## src/pcr_map.svh

```systemverilog
// Register offsets, word fields, reset values and timing counts
`ifndef PCR_MAP_SVH
`define PCR_MAP_SVH

// ****************************************
// Register byte offsets
// ****************************************
`define PCR_OFS_WORD 8'h00
`define PCR_OFS_CTRL 8'h04
`define PCR_OFS_STAT 8'h08

// ****************************************
// Serial word fields
// ****************************************
`define PCR_SEL_LSB 0
`define PCR_SEL_MSB 3
`define PCR_SEL_PDWORD 4'hD
`define PCR_SEL_CTWORD 4'hF
`define PCR_CSR_LSB 22
`define PCR_CSR_MSB 23
`define PCR_BIT_PREDIV 4
`define PCR_BIT_AUX_CLR 5
`define PCR_BIT_MAIN_CLR 6
`define PCR_BIT_MAIN_FLT 7
`define PCR_BIT_AUX_FLT 8
`define PCR_WORD_W 24

// ****************************************
// Control and status fields
// ****************************************
`define PCR_CTRL_SOFT_PD 0
`define PCR_CTRL_RST 1'h0
`define PCR_RESP_OKAY 2'h0
`define PCR_RESP_SLVERR 2'h2

// ****************************************
// Timing
// ****************************************
`define PCR_CLK_MHZ 100
`define PCR_PWRUP_NS 1000
`define PCR_PWRUP_CYC ((`PCR_PWRUP_NS * `PCR_CLK_MHZ + 999) / 1000)

`endif

```

## src/pcr_pkg.sv

```systemverilog
// Types shared by the counter reset and pump float control block
`default_nettype none

package pcr_pkg;

    typedef logic [7:0] pcr_addr_t;
    typedef logic [31:0] pcr_data_t;

    typedef struct packed {
        logic prev_on;
        logic [15:0] cnt;
        logic hold;
    } pcr_pwrup_s;

    typedef struct packed {
        logic [15:0] cnt;
        logic tick;
    } pcr_div_s;

    typedef struct packed {
        logic aw_full;
        pcr_addr_t aw_addr;
        logic w_full;
        pcr_data_t wdata;
        logic [3:0] wstrb;
        logic bvalid;
        logic [1:0] bresp;
        logic rvalid;
        logic [1:0] rresp;
        pcr_data_t rdata;
        logic [23:0] last_word;
        logic [1:0] csr_sel;
        logic prediv;
        logic main_clear;
        logic aux_clear;
        logic main_float;
        logic aux_float;
        logic soft_pd;
        logic main_rst;
        logic aux_rst;
        logic main_hiz;
        logic aux_hiz;
    } pcr_top_s;

endpackage

`default_nettype wire

```

## src/pcr_tick_div.sv

```systemverilog
// Programmable divider of a one-cycle tick stream
`timescale 1ns/1ps
`default_nettype none

module pcr_tick_div
    import pcr_pkg::*;
#(
    parameter int W = 4
) (
    input wire logic clk, // System clock
    input wire logic reset, // Synchronous reset
    input wire logic clear, // Hold count at zero
    input wire logic [W-1:0] ratio_m1, // Divide ratio minus one
    input wire logic tick_in, // Input tick
    output logic tick_out // Divided tick
);

    if (W < 1 || W > 16) begin : g_bad_w
        $error("pcr_tick_div: W must be 1 to 16");
    end

    pcr_div_s q, d;

    always_comb begin
        d = q;
        d.tick = 1'b0;
        if (clear) begin
            d.cnt = '0;
        end else if (tick_in) begin
            if (q.cnt[W-1:0] >= ratio_m1) begin
                d.cnt = '0;
                d.tick = 1'b1;
            end else begin
                d.cnt = q.cnt + 16'h0001;
            end
        end
    end

    always_ff @(posedge clk) begin
        if (reset) begin
            q <= '0;
        end else begin
            q <= d;
        end
    end

    assign tick_out = q.tick;

endmodule

`default_nettype wire

```

## src/pcr_pwrup.sv

```systemverilog
// Counter reset hold on every power-up
`timescale 1ns/1ps
`default_nettype none
`include "pcr_map.svh"

module pcr_pwrup
    import pcr_pkg::*;
#(
    parameter int CYCLES = `PCR_PWRUP_CYC
) (
    input wire logic clk, // System clock
    input wire logic reset, // Synchronous reset
    input wire logic powered, // Chip powered level
    output logic hold // Counter reset hold
);

    if (CYCLES < 1 || CYCLES > 65535) begin : g_bad_cyc
        $error("pcr_pwrup: CYCLES must be 1 to 65535");
    end

    localparam logic [15:0] LOAD = 16'(CYCLES - 1);

    pcr_pwrup_s q, d;

    always_comb begin
        d = q;
        d.prev_on = powered;
        if (!powered) begin
            d.cnt = '0;
            d.hold = 1'b1;
        end else if (!q.prev_on) begin
            d.cnt = LOAD;
            d.hold = 1'b1;
        end else if (q.cnt != 16'h0000) begin
            d.cnt = q.cnt - 16'h0001;
            d.hold = 1'b1;
        end else begin
            d.hold = 1'b0;
        end
    end

    always_ff @(posedge clk) begin
        if (reset) begin
            q <= '{prev_on: 1'b0, cnt: 16'h0000, hold: 1'b1};
        end else begin
            q <= d;
        end
    end

    assign hold = q.hold;

endmodule

`default_nettype wire

```

## src/pcr_ctrl.sv

```systemverilog
// Control word decode for both synthesizer loops, AXI4-Lite slave
// Function
// Selector 0..3 gives rate 1, 1/2, 1/4, 1/16
// Divide option quarters main lock-detect rate
// Auxiliary lock-detect rate never divided
// Host sets divide above 20 MHz
// Auxiliary clear: counters reset, pump floats
// Main clear: counters reset, pump floats
// Counter reset applied on every power-up
// Main float: pump floats, counters run
// Auxiliary float: pump floats, counters run
// Host keeps clear bits zero normally
// Float on clear or float; reset on clear
// Control bits latch only from select 1111
`timescale 1ns/1ps
`default_nettype none
`include "pcr_map.svh"

module pcr_ctrl
    import pcr_pkg::*;
#(
    parameter int PWRUP_CYCLES = `PCR_PWRUP_CYC
) (
    input wire logic clk, // System clock
    input wire logic reset, // Synchronous reset
    input wire logic [7:0] s_axi_awaddr, // Write address
    input wire logic [2:0] s_axi_awprot, // Write protection
    input wire logic s_axi_awvalid, // Write address valid
    output logic s_axi_awready, // Write address ready
    input wire logic [31:0] s_axi_wdata, // Write data
    input wire logic [3:0] s_axi_wstrb, // Write strobes
    input wire logic s_axi_wvalid, // Write data valid
    output logic s_axi_wready, // Write data ready
    output logic [1:0] s_axi_bresp, // Write response
    output logic s_axi_bvalid, // Write response valid
    input wire logic s_axi_bready, // Write response ready
    input wire logic [7:0] s_axi_araddr, // Read address
    input wire logic [2:0] s_axi_arprot, // Read protection
    input wire logic s_axi_arvalid, // Read address valid
    output logic s_axi_arready, // Read address ready
    output logic [31:0] s_axi_rdata, // Read data
    output logic [1:0] s_axi_rresp, // Read response
    output logic s_axi_rvalid, // Read data valid
    input wire logic s_axi_rready, // Read data ready
    input wire logic chip_enable, // Chip enable pin level
    input wire logic main_cmp_tick, // Main comparison tick
    input wire logic aux_cmp_tick, // Auxiliary comparison tick
    output logic csr_sample_tick, // Reduced main sample tick
    output logic csr_active, // Slip reduction enabled
    output logic main_ld_tick, // Main lock-detect tick
    output logic aux_ld_tick, // Auxiliary lock-detect tick
    output logic main_counter_reset, // Main N and R reset
    output logic aux_counter_reset, // Aux N and R reset
    output logic main_pump_hiz, // Main pump floated
    output logic aux_pump_hiz // Aux pump floated
);

    // ****************************************
    // Decode helpers
    // ****************************************
    function automatic logic [3:0] csr_ratio_m1(input logic [1:0] sel);
        logic [3:0] r;
        r = 4'h0;
        unique case (sel)
            2'h0: r = 4'h0;
            2'h1: r = 4'h1;
            2'h2: r = 4'h3;
            2'h3: r = 4'hF;
        endcase
        return r;
    endfunction

    function automatic logic [31:0] strb_merge(
        input logic [31:0] old_v,
        input logic [31:0] new_v,
        input logic [3:0] strb
    );
        logic [31:0] v;
        v = old_v;
        for (int i = 0; i < 4; i++) begin
            if (strb[i]) begin
                v[i*8 +: 8] = new_v[i*8 +: 8];
            end
        end
        return v;
    endfunction

    // ****************************************
    // State
    // ****************************************
    pcr_top_s q, d;

    logic powered;
    logic pwr_hold;
    logic [31:0] ctrl_word;
    logic [31:0] stat_word;
    logic [3:0] csr_m1;
    logic [1:0] ld_m1;
    logic wr_go;
    logic rd_go;
    logic [23:0] wword;
    logic [31:0] ctrl_wr;

    assign powered = chip_enable & ~q.soft_pd;
    assign csr_m1 = csr_ratio_m1(q.csr_sel);
    assign ld_m1 = q.prediv ? 2'h3 : 2'h0;
    assign wr_go = q.aw_full & q.w_full & ~q.bvalid;
    assign rd_go = s_axi_arvalid & ~q.rvalid;
    assign wword = q.wdata[`PCR_WORD_W-1:0];
    assign ctrl_wr = strb_merge(ctrl_word, q.wdata, q.wstrb);

    always_comb begin
        ctrl_word = 32'h0000_0000;
        ctrl_word[`PCR_CTRL_SOFT_PD] = q.soft_pd;
    end

    always_comb begin
        stat_word = 32'h0000_0000;
        stat_word[1:0] = q.csr_sel;
        stat_word[2] = q.prediv;
        stat_word[3] = q.main_clear;
        stat_word[4] = q.aux_clear;
        stat_word[5] = q.main_float;
        stat_word[6] = q.aux_float;
        stat_word[7] = q.main_rst;
        stat_word[8] = q.aux_rst;
        stat_word[9] = q.main_hiz;
        stat_word[10] = q.aux_hiz;
        stat_word[11] = powered;
        stat_word[12] = pwr_hold;
    end

    // ****************************************
    // Next state
    // ****************************************
    always_comb begin
        d = q;

        // Address and data channels taken in either order
        if (s_axi_awvalid && !q.aw_full) begin
            d.aw_full = 1'b1;
            d.aw_addr = s_axi_awaddr;
        end
        if (s_axi_wvalid && !q.w_full) begin
            d.w_full = 1'b1;
            d.wdata = s_axi_wdata;
            d.wstrb = s_axi_wstrb;
        end

        if (q.bvalid && s_axi_bready) begin
            d.bvalid = 1'b0;
        end

        if (wr_go) begin
            d.aw_full = 1'b0;
            d.w_full = 1'b0;
            d.bvalid = 1'b1;
            d.bresp = `PCR_RESP_OKAY;
            unique case (q.aw_addr)
                `PCR_OFS_WORD: begin
                    // Whole word only; partial writes refused
                    if (q.wstrb[2:0] != 3'h7) begin
                        d.bresp = `PCR_RESP_SLVERR;
                    end else begin
                        d.last_word = wword;
                        if (wword[`PCR_SEL_MSB:`PCR_SEL_LSB]
                            == `PCR_SEL_PDWORD) begin
                            d.csr_sel = wword[`PCR_CSR_MSB:`PCR_CSR_LSB];
                        end
                        if (wword[`PCR_SEL_MSB:`PCR_SEL_LSB]
                            == `PCR_SEL_CTWORD) begin
                            d.prediv = wword[`PCR_BIT_PREDIV];
                            d.aux_clear = wword[`PCR_BIT_AUX_CLR];
                            d.main_clear = wword[`PCR_BIT_MAIN_CLR];
                            d.main_float = wword[`PCR_BIT_MAIN_FLT];
                            d.aux_float = wword[`PCR_BIT_AUX_FLT];
                        end
                    end
                end
                `PCR_OFS_CTRL: begin
                    d.soft_pd = ctrl_wr[`PCR_CTRL_SOFT_PD];
                end
                `PCR_OFS_STAT: begin
                    d.bresp = `PCR_RESP_SLVERR;
                end
                default: begin
                    d.bresp = `PCR_RESP_SLVERR;
                end
            endcase
        end

        if (q.rvalid && s_axi_rready) begin
            d.rvalid = 1'b0;
        end

        if (rd_go) begin
            d.rvalid = 1'b1;
            d.rresp = `PCR_RESP_OKAY;
            unique case (s_axi_araddr)
                `PCR_OFS_WORD: d.rdata = {8'h00, q.last_word};
                `PCR_OFS_CTRL: d.rdata = ctrl_word;
                `PCR_OFS_STAT: d.rdata = stat_word;
                default: begin
                    d.rdata = 32'h0000_0000;
                    d.rresp = `PCR_RESP_SLVERR;
                end
            endcase
        end

        // Loop outputs: power-up hold also resets and floats both loops
        d.main_rst = q.main_clear | pwr_hold;
        d.aux_rst = q.aux_clear | pwr_hold;
        d.main_hiz = q.main_clear | q.main_float | pwr_hold;
        d.aux_hiz = q.aux_clear | q.aux_float | pwr_hold;
    end

    always_ff @(posedge clk) begin
        if (reset) begin
            q <= '0;
            q.soft_pd <= `PCR_CTRL_RST;
            q.main_rst <= 1'b1;
            q.aux_rst <= 1'b1;
            q.main_hiz <= 1'b1;
            q.aux_hiz <= 1'b1;
        end else begin
            q <= d;
        end
    end

    // ****************************************
    // Power-up counter reset
    // ****************************************
    pcr_pwrup #(
        .CYCLES(PWRUP_CYCLES)
    ) u_pwrup (
        .clk(clk),
        .reset(reset),
        .powered(powered),
        .hold(pwr_hold)
    );

    // ****************************************
    // Rate dividers
    // ****************************************
    pcr_tick_div #(
        .W(4)
    ) u_csr_div (
        .clk(clk),
        .reset(reset),
        .clear(q.main_rst),
        .ratio_m1(csr_m1),
        .tick_in(main_cmp_tick),
        .tick_out(csr_sample_tick)
    );

    pcr_tick_div #(
        .W(2)
    ) u_ld_div (
        .clk(clk),
        .reset(reset),
        .clear(q.main_rst),
        .ratio_m1(ld_m1),
        .tick_in(main_cmp_tick),
        .tick_out(main_ld_tick)
    );

    // Auxiliary path passes one for one
    pcr_tick_div #(
        .W(1)
    ) u_aux_ld (
        .clk(clk),
        .reset(reset),
        .clear(q.aux_rst),
        .ratio_m1(1'b0),
        .tick_in(aux_cmp_tick),
        .tick_out(aux_ld_tick)
    );

    // ****************************************
    // Outputs
    // ****************************************
    assign s_axi_awready = ~q.aw_full;
    assign s_axi_wready = ~q.w_full;
    assign s_axi_bvalid = q.bvalid;
    assign s_axi_bresp = q.bresp;
    assign s_axi_arready = ~q.rvalid;
    assign s_axi_rvalid = q.rvalid;
    assign s_axi_rresp = q.rresp;
    assign s_axi_rdata = q.rdata;
    assign csr_active = (q.csr_sel != 2'h0);
    assign main_counter_reset = q.main_rst;
    assign aux_counter_reset = q.aux_rst;
    assign main_pump_hiz = q.main_hiz;
    assign aux_pump_hiz = q.aux_hiz;

endmodule

`default_nettype wire

```

## config.mk

```make
export PLATFORM = sky130hd
export DESIGN_NAME = pcr_ctrl
export DESIGN_NICKNAME = d
export VERILOG_FILES = /design/src/pcr_pkg.sv /design/src/pcr_tick_div.sv /design/src/pcr_pwrup.sv /design/src/pcr_ctrl.sv
export VERILOG_INCLUDE_DIRS = /design/src
export SDC_FILE = /design/constraint.sdc
export NUM_CORES = 1
export LEC_CHECK = 0
export BUFFER_PORTS_ARGS = -buffer_cell sky130_fd_sc_hd__buf_4
export CORE_ASPECT_RATIO = 0.9
export CORE_MARGIN = 2
export CORE_UTILIZATION = 59
export CTS_CLUSTER_SIZE = 16
export DETAILED_ROUTE_END_ITERATION = 16
export HOLD_SLACK_MARGIN = 0.15
export MAX_ROUTING_LAYER = met4
export PLACE_DENSITY_LB_ADDON = 0.25
export SYNTH_ARGS = -nofsm -noshare
export SYNTH_HDL_FRONTEND = slang
export SYNTH_HIERARCHICAL = 1
export SYNTH_SLANG_ARGS = --single-unit
```

## constraint.sdc

```tcl
create_clock -name clk -period 5.9 [get_ports clk]
set_input_delay 0 -clock clk [delete_from_list [all_inputs] [get_ports clk]]
set_output_delay 0 -clock clk [all_outputs]
set_load 0.01 [all_outputs]
```

Word-level counts from Yosys, hierarchy flattened
Cells that the tools add are included.
- bits in registers: 180
- bits of input ports: 68
- output and inout bits: 49
- word-level logic and storage cells: 113
- $add $sub $neg: 4
- $lt $le $gt $ge: 3
- eq/ne operators: 10
- multiplexer cells: 19
- bitwise logic cells: 20
- reduce and logical (&&, ||, !) cells: 25
- operators by type and width (cell ; number):
    $pmux 24 s3 ; 1
    $add 16x1->16 const B ; 3
    $mux 16 ; 3
    $mux 35 ; 1
    $eq 8x3->1 const B ; 2
    $logic_not 8->1 ; 2
    $pmux 4 s4 ; 1
    $reduce_bool 16->1 ; 1
    $sub 16x1->16 const B ; 1
    $reduce_or 3->1 ; 4
    $not 1->1 ; 10
    $eq 4x4->1 const B ; 2
    $eq 8x4->1 const B ; 1
    $mux 8 ; 1
    $reduce_and 4->1 ; 2
    $reduce_or 2->1 ; 4
    $mux 7 ; 1
    $mux 1 ; 6
    $mux 2 ; 3
    $or 1x1->1 ; 6
    $reduce_and 3->1 ; 2
    $reduce_bool 2->1 ; 3
    $and 1x1->1 ; 4
    $eq 2x2->1 const B ; 2
    other kinds (11) ; 15

Depth between registers and ports, before layout
- depth in word-level cells: 4
- gate-level depth with buffers: 7
- mapped depth without buffers: 7

Modules after synthesis
Netlist, hierarchy kept.
- by module, submodules not included (module ; times used ; cells each ; area each (um^2) ; seq. area each (um^2)):
    pcr_ctrl ; 1 ; 475 ; 4071.4 ; 2021.9
    pcr_pwrup ; 1 ; 105 ; 890.9 ; 360.3
    pcr_tick_div at u_csr_div ; 1 ; 37 ; 332.8 ; 100.1
    pcr_tick_div at u_ld_div ; 1 ; 19 ; 183.9 ; 60.1
    pcr_tick_div at u_aux_ld ; 1 ; 7 ; 87.6 ; 40.0

Worst setup path before layout
No wires, ideal clock.
- path type: register to register
- start point: register u_pwrup/q[3] (netlist bit)
- end point: register u_pwrup/q[10] (netlist bit)
- setup time: 0.070 ns
- arrival time: 1.873 ns
- setup slack: 3.957 ns
- stages on the path, launching flop included: 6
- period minus slack after synthesis: 1.943 ns
- cell sequence: dfxtp_1 -> or4_1 -> clkbuf_2 -> or4_1 -> or4_1 -> a21oi_1
- word-level cells in the longest chain between the ends: 1
- elaborated cells on any way between the ends: 2
- classes of those cells: 1 x add/sub; 1 x reduce/logical
- RTL lines (item ; RTL line ; RTL):
    start: declaration ; pcr_pwrup.sv:23 ; pcr_pwrup_s q, d;
    start signal: assignment ; pcr_pwrup.sv:44 ; q <= '{prev_on: 1'b0, cnt: 16'h0000, hold: 1'b1};
    $sub 16x1->16 / $reduce_bool 16->1 (equally long branches) ; pcr_pwrup.sv:35, pcr_pwrup.sv:34 ;
Parallel ways exist; a longest one is shown, timed or not.
A chain may end at the register's enable or synchronous reset.

Worst setup path after layout
- start point: input s_axi_araddr[1]
- end point: register q, in the netlist s_axi_rdata[5]
- word-level cells in the longest chain between the ends: 2
- elaborated cells on any way between the ends: 4
- classes of those cells: 2 x eq/ne; 1 x mux; 1 x reduce/logical
- RTL lines (item ; RTL line ; RTL):
    start: declaration ; pcr_ctrl.sv:37 ; input wire logic [7:0] s_axi_araddr,
    $eq 8x4->1, or another cell as far along ; pcr_ctrl.sv:199 ; unique case (s_axi_araddr)
    $pmux 24 s3 (*) ; pcr_ctrl.sv:199 ;
    end: declaration ; pcr_ctrl.sv:91 ; pcr_top_s q, d;
Every way passes the cells marked *; elsewhere a longest branch is shown, timed or not.

==> flow_metrics.env <==
export IMPL_numCtsBuffers=17
export IMPL_rsz0062_at_grt="false"
export IMPL_tns_ns=0
export IMPL_ir_drop_v=0.0001806
export IMPL_clk_pin_slew_ns=0.06
export IMPL_ios=117
export IMPL_skew_ns=0.006828
export IMPL_path_max_fanout=12
export IMPL_start_util=0.6100
export IMPL_relSlewSlack=0.1887
export IMPL_antenna_found_initial=0
export IMPL_diodes=0
export IMPL_overflow=0
export IMPL_syn_inst=643
export IMPL_ant_nets=0
export IMPL_avgSynthCellArea_um2=8.657
export IMPL_clock_sinks=129
export IMPL_grt_pass1_wl_um=22560
export IMPL_drv_cap=0
export IMPL_cpMostUsedCell="dlygate4sd3_1"
export IMPL_min_path_type="input pin to flip-flop"
export IMPL_die_area_mm2=0.01023
export IMPL_r2r_start="s_axi_rvalid"
export IMPL_p_sw_frac=0.2340
export IMPL_num_rows=33
export IMPL_pwr_share_seq=0.438
export IMPL_cts_tree="done"
export IMPL_max_freq_ghz=0.3093
export IMPL_crit_path_start_kind="input pin"
export IMPL_port_buffers=91
export IMPL_worstHoldStart="s_axi_wvalid"
export IMPL_gp_congestion=0.7601
export IMPL_num_vias=4962
export IMPL_crit_type="input pin to flip-flop"
export IMPL_crit_path_end_kind="flip-flop"
export IMPL_p_leak_nw=2.831
export IMPL_core_mm2=0.009125
export IMPL_worst_pin_slew_ns=1.208
export IMPL_finalNetCount=831
export IMPL_crit_arrival_ns=3.69
export IMPL_p_int_w=0.001592
export IMPL_wire_per_inst_um=15.61
export IMPL_dp_hpwl_um=8284
export IMPL_crit_path_start="s_axi_araddr[1]"
export IMPL_min_period_over_period=0.5481
export IMPL_power_frac_comb=0.091
export IMPL_status="finished clean"
export IMPL_clk_latency_ns=0.52
export IMPL_slew_viol_final=0
export IMPL_critPathBufInv=4
export IMPL_whs_ns=0.2396
export IMPL_die_w_um=106.4
export IMPL_die_h_um=96.15
export IMPL_clkPwrFrac=0.470
export IMPL_drive_above_1_share=0.2125
export IMPL_synth_seq_area_share=0.4639
export IMPL_worstPathCellList="dlygate4sd3_1 > buf_4 > or4_1 > dlygate4sd3_1 > nor3_1 > a22oi_1 > dlygate4sd3_1 > nor2_1"
export IMPL_clock_path_buffers=2
export IMPL_fin_crit_ns=3.234
export IMPL_grt_max_degree=108
export IMPL_synth_seq_cells=129
export IMPL_crit_required_ns=6.35
export IMPL_drtIter0Drc=297
export IMPL_path_delay_family="buffers and inverters"
export IMPL_yosys_warnings=6
export IMPL_h_tree_depth=4
export IMPL_firstDrtPassIters=5
export IMPL_hold_viol_final=0
export IMPL_totalWireLength_um=13880
export IMPL_slowest_delay_ns=0.96
export IMPL_grt_use_total=0.2891
export IMPL_post_route_drc_count=0
export IMPL_dp_cells=800
export IMPL_clockRootBuffer="clkbuf_8"
export IMPL_synthFlopType="dfxtp_1"
export IMPL_synth_edf_count=0
export IMPL_syn_to_final_growth_pct=29.33
export IMPL_setup_viol=0
export IMPL_syn_area_mm2=0.005567
export IMPL_p_sw_w=0.0004864
export IMPL_synth_distinct_cells=55
export IMPL_p_per_area_mw_per_mm2=288.7
export IMPL_postCtsResizedCells=0
export IMPL_avgViaCountPerCell=5.582
export IMPL_grt_pass1_vias=4899
export IMPL_crit_path_top_delay_cell="nor3_1"
export IMPL_synth_async_reset_ratio=0
export IMPL_finalNonFillerCells=889
## kinds of logic (layout without fill, tap and decap cells)
family / count (synthesis) / in the layout / share of synthesized area
other cells: 1 / 12 / 0.0006737
xor+xnor: 2 / 2 / 0.003147
simple gates: 263 / 263 / 0.2385
buf+inv: 85 / 198 / 0.08271
compound gates: 129 / 129 / 0.1436
flops: 129 / 129 / 0.4639
mux: 26 / 26 / 0.04945
fa+ha+maj: 8 / 8 / 0.01798
## power groups by stage
stage	clock network, W	logic [W]	registers, W
floorplan	0	0.000108	0.000924
global placement	0	0.000150	0.000927
detailed placement	0	0.000155	0.000928
CTS	0.000987	0.000185	0.000910
global route	0.00103	0.000208	0.000913
finish	0.000978	0.000190	0.000911
## stage by stage
step                area, um^2  utilization  total power, W  setup WS (ns)
finish                    7199       0.7890        0.002079          2.666
global route              7199       0.7890        0.002150          2.491
CTS                       7199       0.7890        0.002082          2.813
detailed placement        6067       0.6649        0.001083          3.483
global placement          6067       0.6649        0.001077          3.538
floorplan                 5608            -        0.001032          3.957
## layout make-up
class                      instances  area, um^2
fill                             619        1926
multi-input combinational        440        2574
sequential                       129        2582
clock buffer                      21       439.2
timing repair buffer             151        1279
tap                              122       152.6
inverter                          16       60.06
clock inverter                    10       112.6
## synthesized netlist by cell type (all sizes together), types with 3 or more instances
| cell | number | area, um^2 |
|---|---|---|
| or4 | 15 | 118.9 |
| mux2 | 12 | 135.1 |
| ha | 8 | 100.1 |
| o211ai | 3 | 22.52 |
| nor2b | 7 | 43.79 |
| a22oi | 23 | 172.7 |
| mux2i | 14 | 140.1 |
| nand3 | 5 | 25.02 |
| nor2 | 48 | 180.2 |
| nand2 | 117 | 439.2 |
| inv | 16 | 60.06 |
| o21ai | 10 | 50.04 |
| nor3 | 5 | 25.02 |
| clkbuf | 29 | 110.1 |
| nor4 | 9 | 86.33 |
| o21a | 5 | 37.54 |
| or2 | 11 | 68.82 |
| dfxtp | 129 | 2582 |
| buf | 40 | 290.3 |
| a21oi | 70 | 350.3 |
| nand3b | 4 | 30.03 |
| o31ai | 5 | 37.54 |
| nand2b | 18 | 127.6 |
| or3 | 13 | 90.08 |
## registers in the layout, indices dropped and copies added, names as in the netlist, 2 cells and up
register     cells
q               68
s_axi_rdata     24
u_csr_div/q      4
u_ld_div/q       2
u_pwrup/q       17
## cell usage in the layout, fill, tap and decap left out, drive strengths merged, types with 3 or more instances in the layout
master / instances
or4: 15
ha: 8
o21a: 5
buf: 93
nand3b: 4
nor2: 48
nor3: 5
nand2b: 18
o31ai: 5
o21ai: 10
a22oi: 23
or2: 11
nor4: 9
nor2b: 7
clkbuf: 21
mux2i: 14
inv: 16
o211ai: 3
conb: 12
nand3: 5
dlygate4sd3: 58
clkinv: 3
mux2: 12
clkinvlp: 5
or3: 13
nand2: 117
dfxtp: 129
a21oi: 70
## timing repair
action | CTS | global route
hold buffers | 58 | 0
buffers inserted | 0 | 0
endpoints found under the hold margin | 81 | 0
## tightest hold or removal path, stage by stage
cell and delay (ns):
dlygate4sd3_1 0.52, buf_4 0.11, o21a_1 0.09
## path summary, 6_finish.rpt
check              endpoint  slack (ns)  cells after the start
min                  q[110]        0.24                      3
max          s_axi_rdata[5]        2.67                      8
min reg2reg           q[28]        0.45                      2
max reg2reg  s_axi_rdata[5]        3.14                      5
## per-layer routing
layer  global-route usage  vias up  share of wire
met5                    -        -              0
met4               0.1393        0          0.024
met3              0.05687       31          0.056
met2               0.4995      187           0.50
met1               0.3256     2352           0.42
li1                     -     2392              -
No activity file was read; power rests on OpenSTA's default activity.
